==> config.mk <==
export PLATFORM = sky130hd
export DESIGN_NAME = mbim_setup_regs
export DESIGN_NICKNAME = d
export VERILOG_FILES = /design/src/verilog/mbim_pkg.sv /design/src/verilog/mbim_setup_regs.sv
export SDC_FILE = /design/constraint.sdc
export NUM_CORES = 1
export LEC_CHECK = 0
export BUFFER_PORTS_ARGS = -buffer_cell sky130_fd_sc_hd__buf_2
export CORE_UTILIZATION = 45
export DETAILED_ROUTE_END_ITERATION = 8
export PLACE_DENSITY_LB_ADDON = 0.1
export SYNTH_ARGS = -nofsm -noshare
export SYNTH_HDL_FRONTEND = slang
export SYNTH_SLANG_ARGS = --single-unit
==> constraint.sdc <==
create_clock -name core_clk -period 5 [get_ports core_clk]
set_input_delay 1.5 -clock core_clk [delete_from_list [all_inputs] [get_ports core_clk]]
set_output_delay 1.5 -clock core_clk [all_outputs]
set_load 0.02 [all_outputs]
==> src/verilog/mbim_pkg.sv <==
// Constants and types shared by the input module setup register bank
package mbim_pkg;

  // Register numbers as the serial master addresses them
  localparam logic [15:0] NODE_ADDR_REG = 16'h9C41;
  localparam logic [15:0] SERIAL_SETUP_REG = 16'h9C42;
  localparam logic [15:0] DELAYS_REG = 16'h9C43;
  localparam logic [15:0] FW_VERSION_REG = 16'h9C61;
  localparam logic [15:0] CONV_STATUS_REG = 16'h9C70;

  // Values after reset
  localparam logic [15:0] NODE_ADDR_RST = 16'h0001;
  localparam logic [15:0] SERIAL_SETUP_RST = 16'h0035;
  localparam logic [15:0] DELAYS_RST = 16'h0003;
  localparam logic [15:0] CONV_STATUS_RST = 16'h0000;

  // Legal write ranges
  localparam logic [15:0] NODE_ADDR_MIN = 16'h0001;
  localparam logic [15:0] NODE_ADDR_MAX = 16'h00DF;
  localparam logic [7:0] REPLY_DLY_MAX = 8'h3F;
  localparam logic [7:0] QUERY_DLY_MAX = 8'h30;

  // Field positions of the delay and conversion status words
  localparam int REPLY_DLY_LSB = 0;
  localparam int QUERY_DLY_LSB = 8;
  localparam int CONV_CNT_LSB = 0;
  localparam int LAST_CHAN_LSB = 8;

  // Exception codes returned on a refused access
  localparam logic [7:0] EXC_NONE = 8'h00;
  localparam logic [7:0] EXC_ILLEGAL_ADDR = 8'h02;
  localparam logic [7:0] EXC_ILLEGAL_VALUE = 8'h03;
  localparam logic [7:0] EXC_NAK = 8'h07;

  // Timing
  localparam longint CLK_HZ = 250_000_000;
  localparam longint MS_PER_S = 1000;
  localparam longint CONV_PER_SEC = 25;
  localparam longint CHAR_BITS = 11;
  localparam longint DEFAULT_BAUD = 9600;
  localparam longint SILENCE_CHARS_X10 = 35;
  localparam int MS_CYCLES = int'(CLK_HZ / MS_PER_S);
  localparam int CONV_PERIOD_CYCLES = int'(CLK_HZ / CONV_PER_SEC);
  localparam int SILENCE_CYCLES = int'((CLK_HZ * CHAR_BITS * SILENCE_CHARS_X10
      + DEFAULT_BAUD * 10 - 1) / (DEFAULT_BAUD * 10));
  localparam int CNT_W = 24;
  localparam int NUM_CHAN = 7;

  // Frame timing states
  typedef enum logic [3:0] {
    ST_IDLE = 4'b0001,
    ST_RX = 4'b0010,
    ST_QUERY = 4'b0100,
    ST_REPLY = 4'b1000
  } mbim_state_t;

endpackage : mbim_pkg

==> src/verilog/mbim_setup_regs.sv <==
// Setup and status register bank of the seven channel analog input module
// Functional notes
// - node address writable, 1 to DF, resets 0x0001
// - serial setup writable, resets to 0x0035
// - low delay byte: reply delay, max 63ms
// - high delay byte: query delay, max 48ms
// - end of frame waits silence plus delay
// - firmware version read-only, writes have no effect
// - conversion counter increments, wraps FF to zero
// - bits 8-10 hold last converted channel
// - conversion status clears to zero on reset
// - setup writes refused with 07 unless enabled
// - 25 conversions per second shared by enabled channels
module mbim_setup_regs
  import mbim_pkg::*;
#(
  parameter logic [15:0] FW_VERSION = 16'h0100, // Arbitrary value
  parameter int MS_CYC = MS_CYCLES,
  parameter int CONV_PERIOD = CONV_PERIOD_CYCLES,
  parameter int SILENCE_CYC = SILENCE_CYCLES
) (
  // Clock and reset
  input wire logic core_clk,
  input wire logic sys_rst,
  // Register access from the protocol engine
  input wire logic regReq,
  input wire logic regWrite,
  input wire logic [15:0] regAddr,
  input wire logic [15:0] regWrData,
  output logic regAck,
  output logic [15:0] regRdData,
  output logic [7:0] regExc,
  input wire logic nvWriteEnable,
  // Serial receive activity and frame timing
  input wire logic rxActivity,
  output logic frameEnd,
  output logic replyGo,
  // Converter scheduling
  input wire logic [NUM_CHAN-1:0] chanEnable,
  output logic convStart,
  output logic [2:0] convSel,
  input wire logic convDone,
  input wire logic [2:0] convDoneChan,
  // Setup values to the rest of the module
  output logic [15:0] nodeAddr,
  output logic [15:0] serialSetup
);

  logic [15:0] nodeAddr_q, nodeAddr_d;
  logic [15:0] serialSetup_q, serialSetup_d;
  logic [15:0] delays_q, delays_d;
  logic [7:0] convCnt_q, convCnt_d;
  logic [2:0] lastChan_q, lastChan_d;
  logic regAck_q, regAck_d;
  logic [15:0] regRdData_q, regRdData_d;
  logic [7:0] regExc_q, regExc_d;

  logic [7:0] replyDly, queryDly;
  assign replyDly = delays_q[REPLY_DLY_LSB +: 8];
  assign queryDly = delays_q[QUERY_DLY_LSB +: 8];

  // Register access: answer one cycle after the request
  always_comb begin
    nodeAddr_d = nodeAddr_q;
    serialSetup_d = serialSetup_q;
    delays_d = delays_q;
    regAck_d = regReq;
    regRdData_d = 16'h0000;
    regExc_d = EXC_NONE;
    if (regReq && !regWrite) begin
      unique case (regAddr)
        NODE_ADDR_REG: regRdData_d = nodeAddr_q;
        SERIAL_SETUP_REG: regRdData_d = serialSetup_q;
        DELAYS_REG: regRdData_d = delays_q;
        FW_VERSION_REG: regRdData_d = FW_VERSION;
        CONV_STATUS_REG: begin
          regRdData_d = 16'h0000;
          regRdData_d[CONV_CNT_LSB +: 8] = convCnt_q;
          regRdData_d[LAST_CHAN_LSB +: 3] = lastChan_q;
        end
        default: regExc_d = EXC_ILLEGAL_ADDR;
      endcase
    end else if (regReq && regWrite) begin
      unique case (regAddr)
        NODE_ADDR_REG, SERIAL_SETUP_REG, DELAYS_REG: begin
          if (!nvWriteEnable) begin
            regExc_d = EXC_NAK;
          end else if (regAddr == NODE_ADDR_REG) begin
            if (regWrData < NODE_ADDR_MIN || regWrData > NODE_ADDR_MAX) begin
              regExc_d = EXC_ILLEGAL_VALUE;
            end else begin
              nodeAddr_d = regWrData;
            end
          end else if (regAddr == SERIAL_SETUP_REG) begin
            serialSetup_d = regWrData;
          end else if (regWrData[REPLY_DLY_LSB +: 8] > REPLY_DLY_MAX
                       || regWrData[QUERY_DLY_LSB +: 8] > QUERY_DLY_MAX) begin
            regExc_d = EXC_ILLEGAL_VALUE;
          end else begin
            delays_d = regWrData;
          end
        end
        // Read-only words refuse writes and keep their content
        FW_VERSION_REG, CONV_STATUS_REG: regExc_d = EXC_ILLEGAL_ADDR;
        default: regExc_d = EXC_ILLEGAL_ADDR;
      endcase
    end
  end

  always_ff @(posedge core_clk) begin
    if (sys_rst) begin
      nodeAddr_q <= NODE_ADDR_RST;
      serialSetup_q <= SERIAL_SETUP_RST;
      delays_q <= DELAYS_RST;
      regAck_q <= 1'b0;
      regRdData_q <= 16'h0000;
      regExc_q <= EXC_NONE;
    end else begin
      nodeAddr_q <= nodeAddr_d;
      serialSetup_q <= serialSetup_d;
      delays_q <= delays_d;
      regAck_q <= regAck_d;
      regRdData_q <= regRdData_d;
      regExc_q <= regExc_d;
    end
  end

  // Conversion status
  always_comb begin
    convCnt_d = convCnt_q;
    lastChan_d = lastChan_q;
    if (convDone) begin
      convCnt_d = convCnt_q + 8'h01;
      lastChan_d = convDoneChan;
    end
  end

  always_ff @(posedge core_clk) begin
    if (sys_rst) begin
      convCnt_q <= CONV_STATUS_RST[CONV_CNT_LSB +: 8];
      lastChan_q <= CONV_STATUS_RST[LAST_CHAN_LSB +: 3];
    end else begin
      convCnt_q <= convCnt_d;
      lastChan_q <= lastChan_d;
    end
  end

  // Conversion pacing: one start per period, round robin over enabled channels
  logic [CNT_W-1:0] convTmr_q, convTmr_d;
  logic convStart_q, convStart_d;
  logic [2:0] convSel_q, convSel_d;

  always_comb begin
    logic found;
    logic [2:0] idx;
    found = 1'b0;
    idx = 3'h0;
    convTmr_d = convTmr_q + 1'b1;
    convStart_d = 1'b0;
    convSel_d = convSel_q;
    if (convTmr_q == CNT_W'(CONV_PERIOD - 1)) begin
      convTmr_d = '0;
      // Disabled channels are skipped, so the others are sampled more often
      for (int k = 1; k <= NUM_CHAN; k++) begin
        idx = 3'((int'(convSel_q) + k) % NUM_CHAN);
        if (!found && chanEnable[idx]) begin
          found = 1'b1;
          convSel_d = idx;
        end
      end
      convStart_d = found;
    end
  end

  always_ff @(posedge core_clk) begin
    if (sys_rst) begin
      convTmr_q <= '0;
      convStart_q <= 1'b0;
      convSel_q <= 3'(NUM_CHAN - 1);
    end else begin
      convTmr_q <= convTmr_d;
      convStart_q <= convStart_d;
      convSel_q <= convSel_d;
    end
  end

  // Frame timing: silence, then query delay, then reply delay
  mbim_state_t state_q, state_d;
  logic [CNT_W-1:0] tmr_q, tmr_d;
  logic [7:0] msCnt_q, msCnt_d;
  logic frameEnd_q, frameEnd_d;
  logic replyGo_q, replyGo_d;
  logic msTick;

  assign msTick = (tmr_q == CNT_W'(MS_CYC - 1));

  always_comb begin
    state_d = state_q;
    tmr_d = tmr_q + 1'b1;
    msCnt_d = msCnt_q;
    frameEnd_d = 1'b0;
    replyGo_d = 1'b0;
    unique case (state_q)
      ST_IDLE: begin
        tmr_d = '0;
        if (rxActivity) begin
          state_d = ST_RX;
        end
      end
      ST_RX: begin
        if (rxActivity) begin
          tmr_d = '0;
        end else if (tmr_q == CNT_W'(SILENCE_CYC - 1)) begin
          tmr_d = '0;
          msCnt_d = 8'h00;
          state_d = ST_QUERY;
        end
      end
      ST_QUERY: begin
        // A late character from a slow host keeps the frame open
        if (rxActivity) begin
          tmr_d = '0;
          state_d = ST_RX;
        end else if (msCnt_q >= queryDly) begin
          tmr_d = '0;
          msCnt_d = 8'h00;
          frameEnd_d = 1'b1;
          state_d = ST_REPLY;
        end else if (msTick) begin
          tmr_d = '0;
          msCnt_d = msCnt_q + 8'h01;
        end
      end
      ST_REPLY: begin
        // Gives the host driver time to release the line
        if (msCnt_q >= replyDly) begin
          tmr_d = '0;
          replyGo_d = 1'b1;
          state_d = ST_IDLE;
        end else if (msTick) begin
          tmr_d = '0;
          msCnt_d = msCnt_q + 8'h01;
        end
      end
    endcase
  end

  always_ff @(posedge core_clk) begin
    if (sys_rst) begin
      state_q <= ST_IDLE;
      tmr_q <= '0;
      msCnt_q <= 8'h00;
      frameEnd_q <= 1'b0;
      replyGo_q <= 1'b0;
    end else begin
      state_q <= state_d;
      tmr_q <= tmr_d;
      msCnt_q <= msCnt_d;
      frameEnd_q <= frameEnd_d;
      replyGo_q <= replyGo_d;
    end
  end

  assign regAck = regAck_q;
  assign regRdData = regRdData_q;
  assign regExc = regExc_q;
  assign frameEnd = frameEnd_q;
  assign replyGo = replyGo_q;
  assign convStart = convStart_q;
  assign convSel = convSel_q;
  assign nodeAddr = nodeAddr_q;
  assign serialSetup = serialSetup_q;

endmodule : mbim_setup_regs

Word-level counts from Yosys, hierarchy flattened --
Index checks and enable logic that the tools add are counted.
Storage, ports and cells: register bits 150, output and inout bits 63, logic and storage cells 173
Operators by class: divide/modulo/power cells 7, $lt $le $gt $ge 13, add/sub/neg operators 11, eq/ne operators 19, muxes and demuxes 67, bitwise gates (word level) 8, reductions and logical operators 32
Operators with widths (number):
- $mod A32 B4 Y32 const B | 7
- $mux W24 | 6
- $pmux W24 S4 | 1
- $mux W8 | 11
- $eq A16 B16 Y1 const B | 5
- $pmux W16 S5 | 1
- $add A24 B1 Y24 const B | 2
- $lt A3 B4 Y1 const B | 7
- $eq A24 B18 Y1 const B | 1
- $eq A24 B20 Y1 const B | 1
- $eq A24 B24 Y1 const B | 1
- $mux W4 | 6
- $pmux W8 S3 | 1
- $mux W1 | 22
- $bmux W1 S3 | 7
- $mux W3 | 7
- $add A3 B3 Y4 const B | 4
- $add A8 B1 Y8 const B | 2
- $ge A8 B8 Y1 | 2
- $gt A16 B8 Y1 const B | 1
- $gt A8 B6 Y1 const B | 2
- $lt A16 B1 Y1 const B | 1
- $pmux W4 S4 | 1
- $ne A2 B2 Y1 const B | 6
- 21 further kinds | 52

Longest topological paths before layout --
Gate-level depths: netlist of the first run.
depth after elaboration 30, depth in mapped cells 24, depth with buffers taken out 19

Least setup slack after synthesis of the first run --
OpenSTA, ideal clock, no wires.
path kind register to register, from reg convSel_q[0] (netlist: convSel[0]), to reg convSel_q[2] (netlist: convSel[2]), library setup time 0.123 ns, clock period less this slack 4.836 ns, cell stages (with the launch flop) 24, arrival time 4.712 ns, slack 0.164 ns, cell sequence dfxtp_1 -> buf_4 -> buf_4 -> buf_2 -> inv_1 -> ha_1 -> buf_6 -> xor2_4 -> inv_2 -> ha_1 -> ha_1 -> a31oi_1 -> xnor2_1 -> ha_1 -> o211ai_1 -> a21o_1 -> and3_1 -> o21ai_0 -> a22oi_1 -> or3_1 -> buf_6 -> o31ai_4 -> and2_1 -> o21ai_1
Between the ends: cells in the longest elaborated chain, start to end 30, elaborated cells between the ends (all ways) 61, classes of those cells add/sub (7); div (7); mux (33); reduce/logical (14)
Ends and longest elaborated chain:
- start, declared | line mbim_setup_regs.sv:151 | logic [2:0] convSel_q, convSel_d;
- start signal, assigned | line mbim_setup_regs.sv:179 | convSel_q <= 3'(NUM_CHAN - 1);
- start signal, assigned | line mbim_setup_regs.sv:183 | convSel_q <= convSel_d;
- $add A3 B1 Y4 | line mbim_setup_regs.sv:165 | idx = 3'((int'(convSel_q) + k) % NUM_CHAN);
- $mod A32 B4 Y32 | line mbim_setup_regs.sv:165
- $bmux W1 S3 | line mbim_setup_regs.sv:166 | if (!found && chanEnable[idx]) begin
- $mux W1 (not written as such) | line mbim_setup_regs.sv:166
- $mux W1 | line mbim_setup_regs.sv:166
- $mux W1 | line mbim_setup_regs.sv:161 | if (convTmr_q == CNT_W'(CONV_PERIOD - 1)) begin
- $logic_not A1 Y1 | line mbim_setup_regs.sv:166
- $logic_and A1 B1 Y1 | line mbim_setup_regs.sv:166
- [14 not listed]
- $logic_not A1 Y1 | line mbim_setup_regs.sv:166
- $logic_and A1 B1 Y1 | line mbim_setup_regs.sv:166
- $mux W1 | line mbim_setup_regs.sv:166
- $mux W1 | line mbim_setup_regs.sv:161
- $logic_not A1 Y1 | line mbim_setup_regs.sv:166
- $logic_and A1 B1 Y1 | line mbim_setup_regs.sv:166
- $reduce_bool A7 Y1 (no source line)
- $reduce_and A2 Y1 (no source line)
Parallel ways exist; a longest one is shown, timed or not. The select of a mux whose other input is x is not followed. A chain may end at the register's enable or synchronous reset.

Final worst setup path of the first run --
from reg convSel_q[1] (netlist: convSel[1]), to reg convSel_q[2] (netlist: convSel[2])
The elaborated chain is that of the path after synthesis.

==> qor.yml, run 1 <==
synthToLayoutAreaGrowth_pct: 14.6
ios: 112
cts_made_buffers: 17
outcome: "complete, no violations"
slowest_delay_ns: 0.51
power.leakage_nw: 3.93
crit_top_cell: "ha_1"
rsz0062_at_grt: "false"
first_iter_violations: 431
fin_crit_sh: 0.915
setup_tns_ns: 0
antenna_found_initial: 0
cts_hold_repair.buffers: 0
synth_edf_count: 0
drv_slew: 0
ys_ff_latch: 145
worstSetupPathType: "reg -> reg"
hold_path.class: "reg -> reg"
core-area_um2: 18800
cp.required_ns: 5.30
synth_async_sr_flop_share: 0
power_density_nw_per_um2: 257
grt_pass1_wl_um: 35100
ys_warn_count: 0
whs_ns: 0.477
syn_area_per_cell_um2: 8.49
layout_commonest_cell: "dfxtp_1"
synth-seq-area-share: 0.335
htreeDepth: 4
viasPerCell: 5.48
post_cts_resized: 0
cts_tree: "yes"
slowest_stage: "or3_1"
crit_path_end_kind: "flop"
grt_overflow: 0
synth_compound_area_frac: 0.150
cts_setup_buffers: 0
clock_sinks: 145
fmax_ghz: 0.219
wl_per_cell_um: 15.7
dieArea_um2: 19800
synth_top_cell_area_share: 0.335
syn-cell-area_um2: 8670
synthDistinctLibCells: 85
syn_inst: 1021
layout-drive-gt1-share: 0.184
die_y_um: 141
drcViolationCount: 0
power_mw: 2.55
multiInputGateArea_um2: 5350
cts-root-buf: "clkbuf_16"
hold_path_depth: 2
path_cells: "inv_1, ha_1, xor2_4, inv_2, ha_1, ha_1, a31oi_1, xnor2_1, ha_1, o211ai_1, a21o_1, and3_1, o21ai_0, a22oi_1, or3_1, o31ai_4, and2_1, o21ai_1"
start_kind: "flop"
clkTransAtPathRegs_ns: 0.07
vias: 7460
clockBufferDepth: 2
synth_area_leaders: "dfxtp_1 33%, ha_1 6.1%, nor2_1 6.0%"
portBuffers: 106
nNetsFinal: 1206
n_fill_cell: 1804
synth-simple-area-share: 0.236
grt_util_all_layers: 0.222
peakVddDrop_mv: 0.233
regArea_um2: 2900
critPathArrivalTime_ns: 4.87
antenna_left: 0
synthMuxAreaShare: 0.0923
synth_adder_area_share: 0.0606
fin_util: 0.529
relSlewSlack: 0.513
finalCriticalPeriod_ns: 4.57
finalSetupViolations: 0
drt_pass1_iterations: 9
rows: 50
dpl.hpwl_um: 15700
gp_congestion: 0.862
grt_pass1_vias: 6980
fin_skew_ns: 0.00882
initial_core_util: 0.462
crit_fanout: 9
clk_latency_ns: 0.42
grt_max_degree: 43
synthXorXnorAreaFrac: 0.0747
die_w_um: 141
synth_top_family_by_area: "simple AND/OR/NAND/NOR gates"
worst_slew_pin_slew_ns: 0.729
routed_wl_um: 21400
r2r_cells: 18
final_cell_mix: "145 x dfxtp_1, 138 x nor2_1, 106 x buf_2"
cap_violations: 0
synth.largest_area_cell: "dfxtp_1"
finalHoldViolations: 0
antenna_cells: 0
ys.flop_type: "dfxtp_1"
worst max-delay path: cells and delay by family (launching register included):
| kind | cells | cell delay [ns] |
|---|---|---|
| AOI/OAI and AO/OA | 7 | 1.49 |
| xor gates and xnor gates | 2 | 0.42 |
| adders and majority gates | 4 | 1.02 |
| buffers and inverters | 2 | 0.36 |
| DFF | 1 | 0.31 |
| and+or+nand+nor | 3 | 0.85 |
cells in the mapped netlist (all sizes together), types with 7 or more instances:
cell,n
a211oi,10
a21o,12
a21oi,45
a222oi,11
a22oi,8
a31oi,7
and2,16
and3,13
buf,24
clkbuf,25
dfxtp,145
ha,42
inv,47
mux2,23
mux2i,47
nand2,89
nand2b,15
nand3,35
nand3b,8
nand4,17
nor2,138
nor2b,12
nor3,22
nor4,11
o21ai,25
or3,8
xnor2,28
xor2,43
path summary, 6_finish.rpt:
path / startpoint / to / slack, ns
worst max-delay path: convSel[1]$_SDFFE_PP1P_ / convSel[2]$_SDFFE_PP1P_ / 0.43
worst min-delay path: serialSetup[14]$_SDFFE_PP0P_ / serialSetup[14]$_SDFFE_PP0P_ / 0.48
worst max register to register: convSel[1]$_SDFFE_PP1P_ / convSel[2]$_SDFFE_PP1P_ / 0.43
worst min register to register: serialSetup[14]$_SDFFE_PP0P_ / serialSetup[14]$_SDFFE_PP0P_ / 0.48
registers in the layout, summed over array words and instances (netlist names):
register	flops
regRdData	16
convTmr_q	24
regAck	1
state_q	4
serialSetup	16
replyGo	1
regExc	3
msCnt_q	8
frameEnd	1
convSel	3
lastChan_q	3
nodeAddr	16
convStart	1
convCnt_q	8
delays_q	16
tmr_q	24
cell type report:
class                      instances  share of cell area
multi-input combinational        782               0.538
sequential                       145               0.292
timing repair buffer             120              0.0640
clock buffer                      17              0.0428
tap                              234              0.0295
inverter                          49              0.0185
clock inverter                    15              0.0150
per-layer routing:
layer  track usage  vias up  wire length, um
met2         0.358      193             9670
met4        0.0686        0              179
met1         0.302     3469            10500
met5             0        -                0
met3        0.0360       14             1080
li1              -     3784                -
through the flow:
| stage | cells | instance area [um2] | setup slack (ns) |
|---|---|---|---|
| CTS | 1362 | 9940 | 0.444 |
| global placement | 1330 | 9360 | 0.549 |
| detailed placement | 1330 | 9360 | 0.443 |
| floorplan | 1025 | 8690 | 0.164 |
| finish | 1362 | 9940 | 0.427 |
| global route | 1362 | 9940 | 0.0198 |
logic make-up after synthesis:
group                    Yosys count
AO/OA/AOI/OAI                    175
AND/OR/NAND/NOR                  416
multiplexers                      73
adder cells (fa/ha/maj)           42
flip-flops                       145
XOR/XNOR                          71
other                              1
buffers and inverters             98
where the power goes:
group          switching, mW  internal (mW)
combinational         0.0884         0.0545
clock                  0.536          0.698
sequential            0.0114           1.17
total                  0.636           1.92
(Power assumes the default switching activity.)
==> run 2, diff against run 1 <==
Settings changed: BUFFER_PORTS_ARGS -buffer_cell sky130_fd_sc_hd__buf_2 to -buffer_cell sky130_fd_sc_hd__buf_4.
==> qor.yml, run 2 (same netlist as run 1, synthesis figures left out) <==
outcome: "complete, no violations"
viasPerCell: 5.47
routed_wl_um: 21700
multiInputGateArea_um2: 5350
power_mw: 2.55
crit_fanout: 9
hold_path_depth: 2
dr_wl_met2_um: 9730
crit_top_cell: "ha_1"
slowest_delay_ns: 0.51
path_cells: "inv_1, ha_1, xor2_4, inv_2, ha_1, ha_1, a31oi_1, xnor2_1, ha_1, inv_1, a211oi_1, a21oi_1, a211oi_2, a22oi_1, or3_1, o31ai_4, and2_1, o21ai_1"
peakVddDrop_mv: 0.234
routed.top_layer: "met4"
nNetsFinal: 1207
cts_made_buffers: 17
worst_slew_pin_slew_ns: 0.752
synthToLayoutAreaGrowth_pct: 17.7
core-area_um2: 18800
grt_overflow: 0
finalSetupViolations: 0
portBuffers: 106
regArea_um2: 2900
initial_core_util: 0.462
fin_skew_ns: 0.0114
antenna_found_initial: 0
grt_pass1_vias: 6992
cp.required_ns: 5.29
n_fill_cell: 1778
htreeDepth: 4
setup_tns_ns: 0
clkTransAtPathRegs_ns: 0.06
final_cell_mix: "145 x dfxtp_1, 138 x nor2_1, 121 x buf_4"
cts-root-buf: "clkbuf_16"
drt_pass1_iterations: 5
gp_congestion: 0.869
clockBufferDepth: 2
cap_violations: 0
slowest_stage: "or3_1"
layout_commonest_cell: "dfxtp_1"
ios: 112
die_w_um: 141
cts_hold_repair.buffers: 0
power_density_nw_per_um2: 249
relSlewSlack: 0.497
grt_max_degree: 45
start_kind: "flop"
fin_crit_sh: 0.923
vias: 7454
hold_path.class: "reg -> reg"
reg.largest.list: "convTmr_q x24, tmr_q x24"
rsz0062_at_grt: "false"
cts_tree: "yes"
antenna_cells: 0
die_y_um: 141
finalCriticalPeriod_ns: 4.62
dpl.hpwl_um: 16200
rows: 50
power.leakage_nw: 4.00
wl_per_cell_um: 15.9
clock_sinks: 145
finalHoldViolations: 0
r2r_cells: 18
worstSetupPathType: "reg -> reg"
m1WireLength_um: 10400
crit_path_end_kind: "flop"
grt_pass1_wl_um: 35500
first_iter_violations: 404
grt_util_all_layers: 0.225
fmax_ghz: 0.217
dieArea_um2: 19800
clk_latency_ns: 0.42
drv_slew: 0
wl_met3_um: 1090
drcViolationCount: 0
critPathArrivalTime_ns: 4.91
layout-drive-gt1-share: 0.185
antenna_left: 0
run 2: cell types whose count changed in the layout (fill, tap and decap cells not counted), sizes merged:
cell,change
inv,-3
clkinv,+4
buf,+1
clkbuf,+1
clkinvlp,-2
run 2: report_power, final:
part,switching [mW],internal [mW]
registers,0.0115,1.17
logic,0.0887,0.0660
clock network,0.511,0.703
total,0.611,1.93
run 2: path summary, 6_finish.rpt:
kind                                               start  slack, ns                  endpoint
worst max-delay path             convSel[1]$_SDFFE_PP1P_       0.38   convSel[2]$_SDFFE_PP1P_
worst min-delay path            delays_q[6]$_SDFFE_PP0P_       0.47  delays_q[6]$_SDFFE_PP0P_
worst min register to register  delays_q[6]$_SDFFE_PP0P_       0.47  delays_q[6]$_SDFFE_PP0P_
worst max register to register   convSel[1]$_SDFFE_PP1P_       0.38   convSel[2]$_SDFFE_PP1P_
run 2: timing repair:
item                                    in CTS  in global routing
buffers inserted                             0                  0
gates resized for setup                      0                  1
endpoints found under the setup margin       0                  2
run 2: area by class of cell:
cell class              count  area share
repair buffers            121      0.0890
inverters                  49      0.0180
clock inverters            14      0.0127
flip-flops and latches    145       0.284
multi-input cells         782       0.524
well taps                 234      0.0287
clock buffers              18      0.0430
run 2: worst max-delay path: cells and delay by family, from the launching register on:
family,cells,cell delay (ns)
compound gates,7,1.66
flops,1,0.31
xor+xnor,2,0.43
fa+ha+maj,4,1.03
buf+inv,3,0.40
simple gates,2,0.68
run 2: per-stage QoR:
| stage | instance area (um2) | hold slack, ns | setup slack [ns] | instances | utilization |
|---|---|---|---|---|---|
| after floorplan | 8690 | 0.441 | 0.164 | 1025 | - |
| after global placement | 9630 | 0.459 | 0.494 | 1331 | 0.513 |
| after detailed placement | 9630 | 0.464 | 0.456 | 1331 | 0.513 |
| after CTS | 10200 | 0.475 | 0.436 | 1363 | 0.544 |
| after global routing | 10200 | 0.494 | 0.0603 | 1363 | 0.544 |
| final | 10200 | 0.474 | 0.385 | 1363 | 0.544 |
run 2: metal layers:
layer  global-route usage  vias up
met4               0.0841        0
met2                0.365      191
met1                0.299     3442
met5                    0        -
li1                     -     3787
met3               0.0374       34
==> run 3, diff against run 2 <==
Settings changed: CORE_MARGIN set to 1.5.
==> qor.yml, run 3 (same netlist as run 1, synthesis figures left out) <==
power_density_nw_per_um2: 254
die_w_um: 142
reg2reg_slack_ns: 0.41
hold_start: "serialSetup[1]$_SDFFE_PP0P_"
drcViolationCount: 0
slowest_delay_ns: 0.47
clockBufferDepth: 2
slowest_stage: "or4_1"
crit_top_cell: "ha_1"
n_fill_cell: 1804
layout_commonest_cell: "dfxtp_1"
place_area_um2: 9650
viasPerCell: 5.41
finalCriticalPeriod_ns: 4.59
fin_util: 0.544
grt_pass1_vias: 7121
setup_tns_ns: 0
gp_congestion: 0.878
cap_violations: 0
outcome: "complete, no violations"
fmax_ghz: 0.218
grt_pass1_wl_um: 36300
antenna_left: 0
critical_path.top_delay_family: "compound AO/OA/AOI/OAI gates"
cp.required_ns: 5.35
initial_core_util: 0.461
first_iter_violations: 389
synthToLayoutAreaGrowth_pct: 18.1
core-area_um2: 18800
hold_path.class: "reg -> reg"
drt_pass1_iterations: 5
reg.largest.list: "convTmr_q x24, tmr_q x24"
regToRegEndpoint: "convSel[0]$_SDFFE_PP0P_"
routed_wl_um: 22400
die_y_um: 142
peakVddDrop_mv: 0.221
portBuffers: 106
crit_path_end_kind: "flop"
regArea_um2: 2900
nNetsFinal: 1205
hold_path_depth: 2
fin_skew_ns: 0.0104
worstSetupPathType: "reg -> reg"
design_area_um2: 10200
wl_per_cell_um: 16.2
power_mw: 2.60
whs_ns: 0.475
path_cells: "inv_1, ha_1, a21boi_2, inv_2, ha_1, a31oi_1, xnor2_1, ha_1, nand2_1, o221ai_2, mux2_2, nor2_1, a22o_1, or4_1, a21oi_1, o31ai_1, a21oi_1"
setup_slack_ns: 0.406
relSlewSlack: 0.151
clkTransAtPathRegs_ns: 0.07
rsz0062_at_grt: "false"
cts_hold_repair.buffers: 0
grt_max_degree: 44
r2r_cells: 17
cts-root-buf: "clkbuf_16"
final_cell_mix: "145 x dfxtp_1, 138 x nor2_1, 119 x buf_4"
path_buf_inv: 2
whs_endpoint: "serialSetup[1]$_SDFFE_PP0P_"
start_kind: "flop"
timing.rr.start: "convSel[2]$_SDFFE_PP1P_"
finalHoldViolations: 0
worst_slew_pin_slew_ns: 1.26
drv_slew: 0
fin_cells: 1387
ios: 112
power.leakage_nw: 4.00
post-place-ws_ns: 0.451
cts_tree: "yes"
grt_util_all_layers: 0.227
dp_cells: 1355
layout-drive-gt1-share: 0.184
clk_latency_ns: 0.42
finalSetupViolations: 0
dieArea_um2: 20100
fin_crit_sh: 0.919
cts_made_buffers: 17
dpl.hpwl_um: 16400
clock_sinks: 145
crit_fanout: 10
rows: 50
antenna_cells: 0
htreeDepth: 4
critPathArrivalTime_ns: 4.94
multiInputGateArea_um2: 5350
vias: 7508
grt_overflow: 0
antenna_found_initial: 0
## run 3: metal layers
layer | vias up | part of all wire | track usage
met5 | - | 0 | 0
met1 | 3523 | 0.48 | 0.303
met2 | 182 | 0.46 | 0.374
met4 | 0 | 0.014 | 0.0705
li1 | 3783 | - | -
met3 | 20 | 0.049 | 0.0381
## run 3: power breakdown
| part | switching, mW | internal [mW] |
|---|---|---|
| Clock | 0.560 | 0.712 |
| Sequential | 0.0117 | 1.16 |
| Combinational | 0.0883 | 0.0658 |
## run 3: final cells by class
cell class                      count  share of cell area
Inverter                           49              0.0179
Clock inverter                     15              0.0161
Tap cell                          260              0.0317
Multi-Input combinational cell    782               0.522
Sequential cell                   145               0.283
Clock buffer                       17              0.0415
Timing Repair Buffer              119              0.0872
## run 3: repair_timing
action,in CTS,in global routing
buffers inserted,0,0
resized for setup,0,1
hold endpoints to repair,0,0
setup endpoints to repair,0,2
## run 3: worst reg2reg max path, stage by stage (launching register included)
cell      delay [ns]
dfxtp_1         0.42
inv_1           0.25
ha_1            0.44
a21boi_2        0.35
inv_2           0.10
ha_1            0.30
a31oi_1         0.22
xnor2_1         0.19
ha_1            0.31
nand2_1         0.09
o221ai_2        0.35
mux2_2          0.28
nor2_1          0.05
a22o_1          0.25
or4_1           0.47
a21oi_1         0.17
o31ai_1         0.08
a21oi_1         0.19
## run 3: how the worst max path moves through the flow
stage / from / end / slack [ns] / cells after the start
6_report: convSel[2]$_SDFFE_PP1P_ / convSel[0]$_SDFFE_PP0P_ / 0.41 / 17
3_3_place_gp: convSel[2]$_SDFFE_PP1P_ / convSel[2]$_SDFFE_PP1P_ / 0.55 / 17
5_1_grt: convSel[2]$_SDFFE_PP1P_ / convSel[0]$_SDFFE_PP0P_ / 0.02 / 17
2_1_floorplan: convSel[0]$_SDFFE_PP0P_ / convSel[2]$_SDFFE_PP1P_ / 0.16 / 23
4_1_cts: convSel[2]$_SDFFE_PP1P_ / convSel[0]$_SDFFE_PP0P_ / 0.41 / 17
3_5_place_dp: convSel[2]$_SDFFE_PP1P_ / convSel[0]$_SDFFE_PP0P_ / 0.45 / 17
